File: src/oflr_pkg.sv
package oflr_pkg;

	// Command codes of the limit and action registers
	localparam logic [7:0]  CMD_UV_FLT_LIM  = 8'h44;
	localparam logic [7:0]  CMD_UV_FLT_ACT  = 8'h45;
	localparam logic [7:0]  CMD_OC_FLT_LIM  = 8'h46;
	localparam logic [7:0]  CMD_OC_FLT_ACT  = 8'h47;
	localparam logic [7:0]  CMD_OC_WRN_LIM  = 8'h4A;
	localparam logic [7:0]  CMD_OT_FLT_LIM  = 8'h4F;
	localparam logic [7:0]  CMD_OT_FLT_ACT  = 8'h50;
	localparam logic [7:0]  CMD_OT_WRN_LIM  = 8'h51;

	// Power-up values, as loaded from nonvolatile memory
	localparam logic [15:0] UV_FLT_LIM_RST  = 16'h00F5;
	localparam logic [7:0]  UV_FLT_ACT_RST  = 8'hB9;
	localparam logic [7:0]  OC_FLT_ACT_RST  = 8'hA1;
	localparam logic [15:0] OT_FLT_LIM_RST  = 16'h007D;
	localparam logic [7:0]  OT_FLT_ACT_RST  = 8'hF9;
	localparam logic [15:0] OT_WRN_LIM_RST  = 16'h0069;

	// Action codes with their own behaviour
	localparam logic [7:0]  ACT_IGNORE      = 8'h00;
	localparam logic [7:0]  ACT_RETRY       = 8'hB9;
	localparam logic [7:0]  ACT_HICCUP      = 8'hA1;
	localparam logic [7:0]  ACT_WHILE       = 8'hF9;
	localparam logic [7:0]  ACT_WHILE_STD   = 8'hF8;

	// Timing
	localparam int unsigned RESTART_DELAY_MS = 20;
	localparam int unsigned CLK_FREQ_KHZ     = 200000;
	localparam int unsigned RESTART_DELAY_CYC = RESTART_DELAY_MS * CLK_FREQ_KHZ;
	localparam int unsigned OC_TRIP_CYCLES   = 128;

	typedef enum logic [4:0] {
		K_IGNORE = 5'b00001,
		K_LATCH  = 5'b00010,
		K_RETRY  = 5'b00100,
		K_HICCUP = 5'b01000,
		K_WHILE  = 5'b10000
	} oflr_kind_t;

	typedef enum logic [4:0] {
		ST_OFF   = 5'b00001,
		ST_RUN   = 5'b00010,
		ST_WAIT  = 5'b00100,
		ST_HOLD  = 5'b01000,
		ST_LATCH = 5'b10000
	} oflr_state_t;

	// Fault cause bits
	localparam int unsigned CAUSE_OT = 2;
	localparam int unsigned CAUSE_UV = 1;
	localparam int unsigned CAUSE_OC = 0;

	function automatic oflr_kind_t oflr_decode(input logic [7:0] code);
		oflr_kind_t k;
		k = K_LATCH;
		if (code == ACT_IGNORE) begin
			k = K_IGNORE;
		end else if (code == ACT_RETRY) begin
			k = K_RETRY;
		end else if (code == ACT_HICCUP) begin
			k = K_HICCUP;
		end else if (code == ACT_WHILE || code == ACT_WHILE_STD) begin
			k = K_WHILE;
		end
		return k;
	endfunction : oflr_decode

endpackage : oflr_pkg

File: src/oflr_sync.sv
`timescale 1ns/1ps
module oflr_sync (
	input  wire logic mclk_i,
	input  wire logic resetn_i,
	input  wire logic async_i,
	output logic      level_o,
	output logic      rise_o
);
	logic s1_reg;
	logic s2_reg;
	logic s3_reg;
	logic lvl_reg;
	wire  agree = (s2_reg == s3_reg);

	always_ff @(posedge mclk_i or negedge resetn_i) begin
		if (!resetn_i) begin
			s1_reg  <= 1'b0;
			s2_reg  <= 1'b0;
			s3_reg  <= 1'b0;
			lvl_reg <= 1'b0;
		end else begin
			s1_reg <= async_i;
			s2_reg <= s1_reg;
			s3_reg <= s2_reg;
			if (agree) begin
				lvl_reg <= s3_reg;
			end
		end
	end

	assign level_o = lvl_reg;
	assign rise_o  = agree & s3_reg & ~lvl_reg;
endmodule : oflr_sync

File: src/oflr_top.sv
`timescale 1ns/1ps
// Functional notes
// - Under-voltage with code B9h: output off, wait 20 ms, restart, retry forever.
// - Retrying stops when commanded off or an over-temperature fault, unless it is the cause, forces shutdown.
// - Code A1h: keep switching, shut down after 128 consecutive over-current cycles.
// - After over-current shutdown wait 20 ms, restart; repeat while over-current persists.
// - Over-current code A1h decodes as its own legal action.
// - Over-temperature code F9h: output held off while over-temperature lasts.
// - Code F9h: output resumes by itself once over-temperature clears.
module oflr_top
	import oflr_pkg::*;
#(
	parameter int unsigned     RESTART_CYC    = RESTART_DELAY_CYC,
	parameter int unsigned     OC_CYCLES      = OC_TRIP_CYCLES,
	parameter logic [15:0]     OC_FLT_LIM_RST = 16'h7FFF,
	parameter logic [15:0]     OC_WRN_LIM_RST = 16'h7FFF
) (
	input  wire logic          mclk_i,
	input  wire logic          resetn_i,
	input  wire logic          wr_i,
	input  wire logic          rd_i,
	input  wire logic [7:0]    cmd_i,
	input  wire logic [15:0]   wdata_i,
	output logic      [15:0]   rdata_o,
	output logic               rvalid_o,
	output logic               rhit_o,
	input  wire logic          enable_pin_i,
	input  wire logic          operation_on_i,
	input  wire logic          sw_clk_i,
	input  wire logic [15:0]   vout_i,
	input  wire logic [15:0]   iout_i,
	input  wire logic [15:0]   temp_i,
	output logic               output_enable_o,
	output logic               uv_fault_o,
	output logic               oc_fault_o,
	output logic               ot_fault_o,
	output logic               oc_warn_o,
	output logic               ot_warn_o
);
	localparam int CW = (OC_CYCLES > 2) ? $clog2(OC_CYCLES) : 1;

	generate
		if (RESTART_CYC < 1 || OC_CYCLES < 2) begin : g_bad
			$error("oflr_top: RESTART_CYC must be >= 1 and OC_CYCLES >= 2");
		end
	endgenerate

	logic [15:0]   uv_lim_reg;
	logic [7:0]    uv_act_reg;
	logic [15:0]   oc_lim_reg;
	logic [7:0]    oc_act_reg;
	logic [15:0]   oc_wrn_reg;
	logic [15:0]   ot_lim_reg;
	logic [7:0]    ot_act_reg;
	logic [15:0]   ot_wrn_reg;
	oflr_state_t   state_reg;
	oflr_state_t   state_next;
	logic [2:0]    cause_reg;
	logic [2:0]    cause_next;
	logic [CW-1:0] oc_cnt_reg;
	logic [31:0]   dly_reg;
	logic [15:0]   rdata_reg;
	logic          rvalid_reg;
	logic          rhit_reg;
	logic [4:0]    flag_reg;
	logic          en_lvl;
	logic          sw_rise;

	oflr_sync u_en_sync (
		.mclk_i   (mclk_i),
		.resetn_i (resetn_i),
		.async_i  (enable_pin_i),
		.level_o  (en_lvl),
		.rise_o   ()
	);

	oflr_sync u_sw_sync (
		.mclk_i   (mclk_i),
		.resetn_i (resetn_i),
		.async_i  (sw_clk_i),
		.level_o  (),
		.rise_o   (sw_rise)
	);

	// Limit comparisons
	wire        cmd_on    = en_lvl & operation_on_i;
	wire        uv_flt    = vout_i < uv_lim_reg;
	wire        oc_flt    = iout_i > oc_lim_reg;
	wire        ot_flt    = temp_i > ot_lim_reg;
	wire        oc_wrn    = iout_i > oc_wrn_reg;
	wire        ot_wrn    = temp_i > ot_wrn_reg;
	oflr_kind_t uv_kind;
	oflr_kind_t oc_kind;
	oflr_kind_t ot_kind;
	assign uv_kind = oflr_decode(uv_act_reg);
	assign oc_kind = oflr_decode(oc_act_reg);
	assign ot_kind = oflr_decode(ot_act_reg);

	wire        oc_last   = oc_cnt_reg == CW'(OC_CYCLES - 1);
	wire        ot_req    = ot_flt && ot_kind != K_IGNORE;
	wire        uv_req    = uv_flt && uv_kind != K_IGNORE;
	wire        oc_req    = oc_flt && ((oc_kind == K_HICCUP) ? (sw_rise && oc_last) : (oc_kind != K_IGNORE));
	wire        any_req   = ot_req | uv_req | oc_req;
	wire [2:0]  sel_cause = ot_req ? 3'h4 : (uv_req ? 3'h2 : (oc_req ? 3'h1 : 3'h0));
	oflr_kind_t sel_kind;
	assign sel_kind = ot_req ? ot_kind : (uv_req ? uv_kind : oc_kind);
	wire        dly_done  = dly_reg == 32'(RESTART_CYC - 1);
	wire        cause_gone = (cause_reg & {ot_flt, uv_flt, oc_flt}) == 3'h0;
	wire        other_req = ot_req && !cause_reg[CAUSE_OT];

	always_comb begin
		state_next = state_reg;
		cause_next = cause_reg;
		unique case (state_reg)
			ST_OFF: begin
				if (cmd_on) begin
					state_next = ST_RUN;
				end
			end
			ST_RUN: begin
				if (!cmd_on) begin
					state_next = ST_OFF;
				end else if (any_req) begin
					cause_next = sel_cause;
					if (sel_kind == K_RETRY || sel_kind == K_HICCUP) begin
						state_next = ST_WAIT;
					end else if (sel_kind == K_WHILE) begin
						state_next = ST_HOLD;
					end else begin
						state_next = ST_LATCH;
					end
				end
			end
			ST_WAIT: begin
				if (!cmd_on) begin
					state_next = ST_OFF;
				end else if (other_req) begin
					state_next = ST_LATCH;
				end else if (dly_done) begin
					state_next = ST_RUN;
				end
			end
			ST_HOLD: begin
				if (!cmd_on) begin
					state_next = ST_OFF;
				end else if (cause_gone) begin
					state_next = ST_RUN;
				end
			end
			ST_LATCH: begin
				if (!cmd_on) begin
					state_next = ST_OFF;
				end
			end
		endcase
	end

	always_ff @(posedge mclk_i or negedge resetn_i) begin
		if (!resetn_i) begin
			state_reg <= ST_OFF;
			cause_reg <= 3'h0;
		end else begin
			state_reg <= state_next;
			cause_reg <= cause_next;
		end
	end

	// Consecutive over-current switching cycles
	always_ff @(posedge mclk_i or negedge resetn_i) begin
		if (!resetn_i) begin
			oc_cnt_reg <= '0;
		end else if (state_reg != ST_RUN) begin
			oc_cnt_reg <= '0;
		end else if (sw_rise) begin
			oc_cnt_reg <= oc_flt ? CW'(oc_cnt_reg + 1'b1) : '0;
		end
	end

	// Restart delay
	always_ff @(posedge mclk_i or negedge resetn_i) begin
		if (!resetn_i) begin
			dly_reg <= 32'h0;
		end else begin
			dly_reg <= (state_reg == ST_WAIT) ? 32'(dly_reg + 1'b1) : 32'h0;
		end
	end

	// Register bank writes
	always_ff @(posedge mclk_i or negedge resetn_i) begin
		if (!resetn_i) begin
			uv_lim_reg <= UV_FLT_LIM_RST;
			uv_act_reg <= UV_FLT_ACT_RST;
			oc_lim_reg <= OC_FLT_LIM_RST;
			oc_act_reg <= OC_FLT_ACT_RST;
			oc_wrn_reg <= OC_WRN_LIM_RST;
			ot_lim_reg <= OT_FLT_LIM_RST;
			ot_act_reg <= OT_FLT_ACT_RST;
			ot_wrn_reg <= OT_WRN_LIM_RST;
		end else if (wr_i) begin
			if (cmd_i == CMD_UV_FLT_LIM) uv_lim_reg <= wdata_i;
			if (cmd_i == CMD_UV_FLT_ACT) uv_act_reg <= wdata_i[7:0];
			if (cmd_i == CMD_OC_FLT_LIM) oc_lim_reg <= wdata_i;
			if (cmd_i == CMD_OC_FLT_ACT) oc_act_reg <= wdata_i[7:0];
			if (cmd_i == CMD_OC_WRN_LIM) oc_wrn_reg <= wdata_i;
			if (cmd_i == CMD_OT_FLT_LIM) ot_lim_reg <= wdata_i;
			if (cmd_i == CMD_OT_FLT_ACT) ot_act_reg <= wdata_i[7:0];
			if (cmd_i == CMD_OT_WRN_LIM) ot_wrn_reg <= wdata_i;
		end
	end

	// Read selection; unmapped codes read zero with hit low
	wire        rd_map = (cmd_i == CMD_UV_FLT_LIM) || (cmd_i == CMD_UV_FLT_ACT) || (cmd_i == CMD_OC_FLT_LIM)
	                  || (cmd_i == CMD_OC_FLT_ACT) || (cmd_i == CMD_OC_WRN_LIM) || (cmd_i == CMD_OT_FLT_LIM)
	                  || (cmd_i == CMD_OT_FLT_ACT) || (cmd_i == CMD_OT_WRN_LIM);
	wire [15:0] rd_mux = (cmd_i == CMD_UV_FLT_LIM) ? uv_lim_reg :
	                     (cmd_i == CMD_UV_FLT_ACT) ? {8'h00, uv_act_reg} :
	                     (cmd_i == CMD_OC_FLT_LIM) ? oc_lim_reg :
	                     (cmd_i == CMD_OC_FLT_ACT) ? {8'h00, oc_act_reg} :
	                     (cmd_i == CMD_OC_WRN_LIM) ? oc_wrn_reg :
	                     (cmd_i == CMD_OT_FLT_LIM) ? ot_lim_reg :
	                     (cmd_i == CMD_OT_FLT_ACT) ? {8'h00, ot_act_reg} :
	                     (cmd_i == CMD_OT_WRN_LIM) ? ot_wrn_reg : 16'h0000;

	always_ff @(posedge mclk_i or negedge resetn_i) begin
		if (!resetn_i) begin
			rdata_reg  <= 16'h0000;
			rvalid_reg <= 1'b0;
			rhit_reg   <= 1'b0;
			flag_reg   <= 5'h00;
		end else begin
			rvalid_reg <= rd_i;
			if (rd_i) begin
				rdata_reg <= rd_mux;
				rhit_reg  <= rd_map;
			end
			flag_reg <= {uv_flt, oc_flt, ot_flt, oc_wrn, ot_wrn};
		end
	end

	assign rdata_o         = rdata_reg;
	assign rvalid_o        = rvalid_reg;
	assign rhit_o          = rhit_reg;
	assign output_enable_o = state_reg == ST_RUN;
	assign uv_fault_o      = flag_reg[4];
	assign oc_fault_o      = flag_reg[3];
	assign ot_fault_o      = flag_reg[2];
	assign oc_warn_o       = flag_reg[1];
	assign ot_warn_o       = flag_reg[0];

	property p_uv_retry;
		@(posedge mclk_i) disable iff (!resetn_i)
		(state_reg == ST_RUN && cmd_on && uv_req && !ot_req && uv_kind == K_RETRY) |=> (state_reg == ST_WAIT && !output_enable_o);
	endproperty
	a_uv_retry: assert property (p_uv_retry) else $error("uv retry did not shut down");
	property p_off_stops;
		@(posedge mclk_i) disable iff (!resetn_i)
		(state_reg == ST_WAIT && !cmd_on) |=> (state_reg == ST_OFF);
	endproperty
	a_off_stops: assert property (p_off_stops) else $error("retry not stopped by command off");
	property p_other_stops;
		@(posedge mclk_i) disable iff (!resetn_i)
		(state_reg == ST_WAIT && cmd_on && other_req) |=> (state_reg == ST_LATCH) ##1 !output_enable_o;
	endproperty
	a_other_stops: assert property (p_other_stops) else $error("retry not stopped by other fault");
	property p_oc_count;
		@(posedge mclk_i) disable iff (!resetn_i)
		$rose(state_reg == ST_WAIT) && cause_reg == 3'h1 && oc_kind == K_HICCUP |-> $past(oc_cnt_reg) == CW'(OC_CYCLES - 1);
	endproperty
	a_oc_count: assert property (p_oc_count) else $error("over-current trip not at full count");
	property p_restart;
		@(posedge mclk_i) disable iff (!resetn_i)
		(state_reg == ST_WAIT && dly_done && cmd_on && !other_req) |=> output_enable_o;
	endproperty
	a_restart: assert property (p_restart) else $error("no restart after delay");
	property p_wait_len;
		@(posedge mclk_i) disable iff (!resetn_i)
		(state_reg == ST_RUN && $past(state_reg) == ST_WAIT) |-> $past(dly_done);
	endproperty
	a_wait_len: assert property (p_wait_len) else $error("left restart wait before delay end");
	property p_no_early;
		@(posedge mclk_i) disable iff (!resetn_i)
		(state_reg == ST_WAIT && !dly_done && cmd_on) |=> (state_reg != ST_RUN);
	endproperty
	a_no_early: assert property (p_no_early) else $error("restart before delay end");
	property p_a1_legal;
		@(posedge mclk_i) disable iff (!resetn_i)
		(state_reg == ST_RUN && cmd_on && oc_act_reg == ACT_HICCUP && oc_flt && !oc_last && !ot_req && !uv_req)
			|=> output_enable_o;
	endproperty
	a_a1_legal: assert property (p_a1_legal) else $error("A1h over-current stopped before full count");
	property p_ot_hold;
		@(posedge mclk_i) disable iff (!resetn_i)
		(state_reg == ST_HOLD && cause_reg[CAUSE_OT] && ot_flt) |=> !output_enable_o;
	endproperty
	a_ot_hold: assert property (p_ot_hold) else $error("output on during over-temperature");
	property p_ot_resume;
		@(posedge mclk_i) disable iff (!resetn_i)
		(state_reg == ST_HOLD && cause_reg == 3'h4 && !ot_flt && cmd_on) |=> output_enable_o;
	endproperty
	a_ot_resume: assert property (p_ot_resume) else $error("no resume after over-temperature");
	property p_warn_runs;
		@(posedge mclk_i) disable iff (!resetn_i)
		(state_reg == ST_RUN && cmd_on && !any_req && (oc_wrn || ot_wrn))
			|=> output_enable_o && oc_warn_o == $past(oc_wrn) && ot_warn_o == $past(ot_wrn);
	endproperty
	a_warn_runs: assert property (p_warn_runs) else $error("warning stopped the output");

	c_uv_retry: cover property (@(posedge mclk_i) disable iff (!resetn_i) state_reg == ST_WAIT && cause_reg == 3'h2 ##1 state_reg == ST_RUN);
	c_oc_hiccup: cover property (@(posedge mclk_i) disable iff (!resetn_i) state_reg == ST_RUN && oc_req && oc_kind == K_HICCUP);
	c_ot_resume: cover property (@(posedge mclk_i) disable iff (!resetn_i) state_reg == ST_HOLD ##1 state_reg == ST_RUN);
	c_latch: cover property (@(posedge mclk_i) disable iff (!resetn_i) state_reg == ST_LATCH);
endmodule : oflr_top

File: config.mk
export PLATFORM = sky130hd
export DESIGN_NAME = oflr_top
export DESIGN_NICKNAME = d
export VERILOG_FILES = /design/src/oflr_pkg.sv /design/src/oflr_sync.sv /design/src/oflr_top.sv
export SDC_FILE = /design/constraint.sdc
export NUM_CORES = 1
export LEC_CHECK = 0
export BUFFER_PORTS_ARGS = -buffer_cell sky130_fd_sc_hd__buf_2
export CORE_ASPECT_RATIO = 1.2
export CORE_MARGIN = 8
export CORE_UTILIZATION = 43
export CTS_CLUSTER_SIZE = 8
export DETAILED_ROUTE_END_ITERATION = 16
export PLACE_DENSITY = 0.69
export SLEW_MARGIN = 0
export SYNTH_ARGS = -nofsm -noshare
export SYNTH_HDL_FRONTEND = slang
export SYNTH_SLANG_ARGS = --single-unit
File: constraint.sdc
create_clock -name mclk_i -period 3.6 [get_ports mclk_i]
set_clock_uncertainty 0.15 [all_clocks]
set_input_delay 0.18 -clock mclk_i [delete_from_list [all_inputs] [get_ports mclk_i]]
set_output_delay 0.18 -clock mclk_i [all_outputs]
set_load 0.02 [all_outputs]
==> flow_summary.toml <==
[status]
status = "complete, no violations"

[clocking]
cts_buffer_depth = 2
cts_buffers = 17
ctsHoldBuffers = 18
ctsHtreeMaxLevel = 4
path_clk_slew_ns = 0.08
cts_root_buf = "clkbuf_16"
post_cts_buffers = 0
cts_tree = "yes"
post_cts_resized = 0
insertion_delay_ns = 0.44
cts.sinks = 182

[final_layout]
antenna_cells = 0
syn2layout_area_growth_pct = 16.9
drive_above_1_share_pct = 28.9
nets = 1249
final_util_pct = 50.6
largest_reg_flops = 32
n_fill_cell = 2101
seqCellArea_um2 = 4630
multi_input_area_um2 = 5190
finalNonFillerCells = 1421
layout_commonest_cell = "dfrtp_1"
fin_area_um2 = 12000
final_cell_mix = "dfrtp_1 (121), buf_2 (101), mux2_2 (89)"

[yosys]
synth_nets = 1122
ys_async_sr_fraction_pct = 100
seq_area_frac_synth_pct = 45.2
synth-xor-area-share_pct = 2.56
synth_fa_ha_area_share_pct = 10.1
yosys.area_share.simple_pct = 13.5
syn_avg_cell_area_um2 = 10.7
synth_edf_count = 0
synth_cells = 961
ys_seq_elements = 182
synth_top_family_by_area = "multiplexers"
synth_compound_area_share_pct = 10.1
synthFlopType = "dfrtp_1"
muxShareOfSynthArea_pct = 14.4
ys_types = 71
yosysWarnings = 0
synth_area_um2 = 10200

[route]
vias = 7757
dr.pass1.iters = 5
drtIter0Drc = 467
drc = 0
routedWlPerCell_um = 18.3
ant_nets = 0
drt_wl_total_mm = 26.0
vias_per_cell = 5.46

[pwr]
power-per-cell-area_nw_per_um2 = 420
leakage_nw = 5.19
ir_worst_vdd_mv = 0.349
total_power_mw = 5.03

[timing]
timing.final.crit_period_ns = 2.99
slew_viol_final = 0
worst_slew_pin_slew_ns = 0.960
setup-tns-final_ns = 0
max-slew-margin-rel_pct = 36.0
worst_slack_ns = 0.613
hold_viol_final = 0
timing.fmax_mhz = 335
setup_viol = 0
rsz0062_at_grt = "no"
whs_ns = 0.0277
post-route-period-util_pct = 83.0

[floorplan]
die_w_um = 157
die-area_um2 = 29000
start_util_pct = 43.3
die_h_um = 185
pin_count = 103
rows = 62
coreArea_um2 = 23700

[setup_path]
critPathMaxStageDelay_ns = 0.37
required_ns = 3.82
worstSetupStartpointType = "flip-flop"
reg2reg_from = "ot_lim_reg[11]"
cp.arrival_ns = 3.21
timing.rr.end = "state_reg[4]"
path_cells = "inv_1 -> ha_1 -> nand4_1 -> nor3_1 -> a21boi_1 -> o41a_1 -> nand2_1 -> mux2_4 -> o32ai_2 -> a32o_1"
cp_slowest_cell = "dfrtp_1"
cp_top_family = "compound AO/OA/AOI/OAI gates"
ff2ff_setup_slack_ns = 0.61
worstSetupPathType = "flip-flop to flip-flop"
end_kind = "flip-flop"
cp_num_buf_inv = 1
rr_worst_depth = 10
crit_fanout = 6

[place]
dp_hpwl_mm = 20.2
pre_cts_ws_ns = 0.634
placed_cell_area_um2 = 11200
port-buffer-count = 102
place_inst = 1371
gp_congestion = 0.854

[worst_hold_path]
min_path_cells = 2
hold_start = "wdata_i[5]"
hp-class = "input pin to flip-flop"
hold_end = "oc_wrn_reg[5]"

[global_routing]
use_met1_pct = 22.0
grt_overflow = 0
grt_pass1_vias = 8151
grt_pass1_wl_mm = 42.6
grt_usage_pct = 18.8
busiest_layer = "met2"
antenna_found_initial = 0
global_route.usage.met2_pct = 34.2
grtUsageMet3_pct = 3.03
grt_max_degree = 106

[flow_run]
max-cap-violations = 0
worst reg2reg max path, stage by stage, from the launching register on:
cell,delay (ns)
dfrtp_1,0.37
inv_1,0.05
ha_1,0.30
nand4_1,0.23
nor3_1,0.31
a21boi_1,0.19
o41a_1,0.36
nand2_1,0.22
mux2_4,0.35
o32ai_2,0.19
a32o_1,0.19
worst max-delay path by stage:
stage | start | cells after the start | slack [ns] | endpoint
after floorplan | uv_lim_reg[7] | 9 | 0.84 | state_reg[4]
after detailed placement | uv_lim_reg[7] | 9 | 0.63 | state_reg[4]
final | ot_lim_reg[11] | 10 | 0.61 | state_reg[4]
after CTS | ot_lim_reg[15] | 10 | 0.64 | state_reg[4]
after global routing | ot_lim_reg[15] | 10 | 0.36 | state_reg[4]
after global placement | ot_lim_reg[5] | 9 | 0.70 | state_reg[4]
cell families (layout without fill, tap and decap cells):
kind of cell | count (synthesis) | count (layout)
AO/OA/AOI/OAI | 154 | 154
XOR/XNOR | 30 | 30
adder cells (fa/ha/maj) | 83 | 83
buffers and inverters | 113 | 253
flip-flops | 182 | 182
multiplexers | 124 | 124
AND/OR/NAND/NOR | 275 | 275
area by class of cell:
type                       count  area share, %
multi-input combinational    666           43.3
sequential                   182           38.7
timing repair buffer         133           6.63
clock buffer                  17           3.55
tap                          320           3.34
inverter                      88           2.76
clock inverter                15           1.75
report_power, final:
| part | internal, mW | total [mW] | switching (mW) |
|---|---|---|---|
| sequential | 2.18 | 2.28 | 0.0961 |
| combinational | 0.317 | 0.765 | 0.448 |
| clock | 1.07 | 1.98 | 0.912 |
cell usage after synthesis, drive strengths merged (10+ instances only):
cell type	n	area, µm²
mux2	106	1200
o21ai	30	150
a22oi	16	120
and3	11	68.8
o21a	10	75.1
dfrtp	121	3030
nor2	77	292
xor2	19	166
mux2i	10	100
ha	82	1030
nand4	28	175
nor4	12	81.3
nor3	13	70.1
inv	88	330
a21oi	41	209
clkbuf	18	67.6
nand3	30	150
dfstp	61	1600
xnor2	11	96.3
nand2	65	244
metal layers:
metal	vias up	wire length, µm
met5	-	0
met4	0	549
met2	132	13900
met3	26	641
li1	3717	-
met1	3882	11000
No activity file was read; power rests on OpenSTA's default activity.
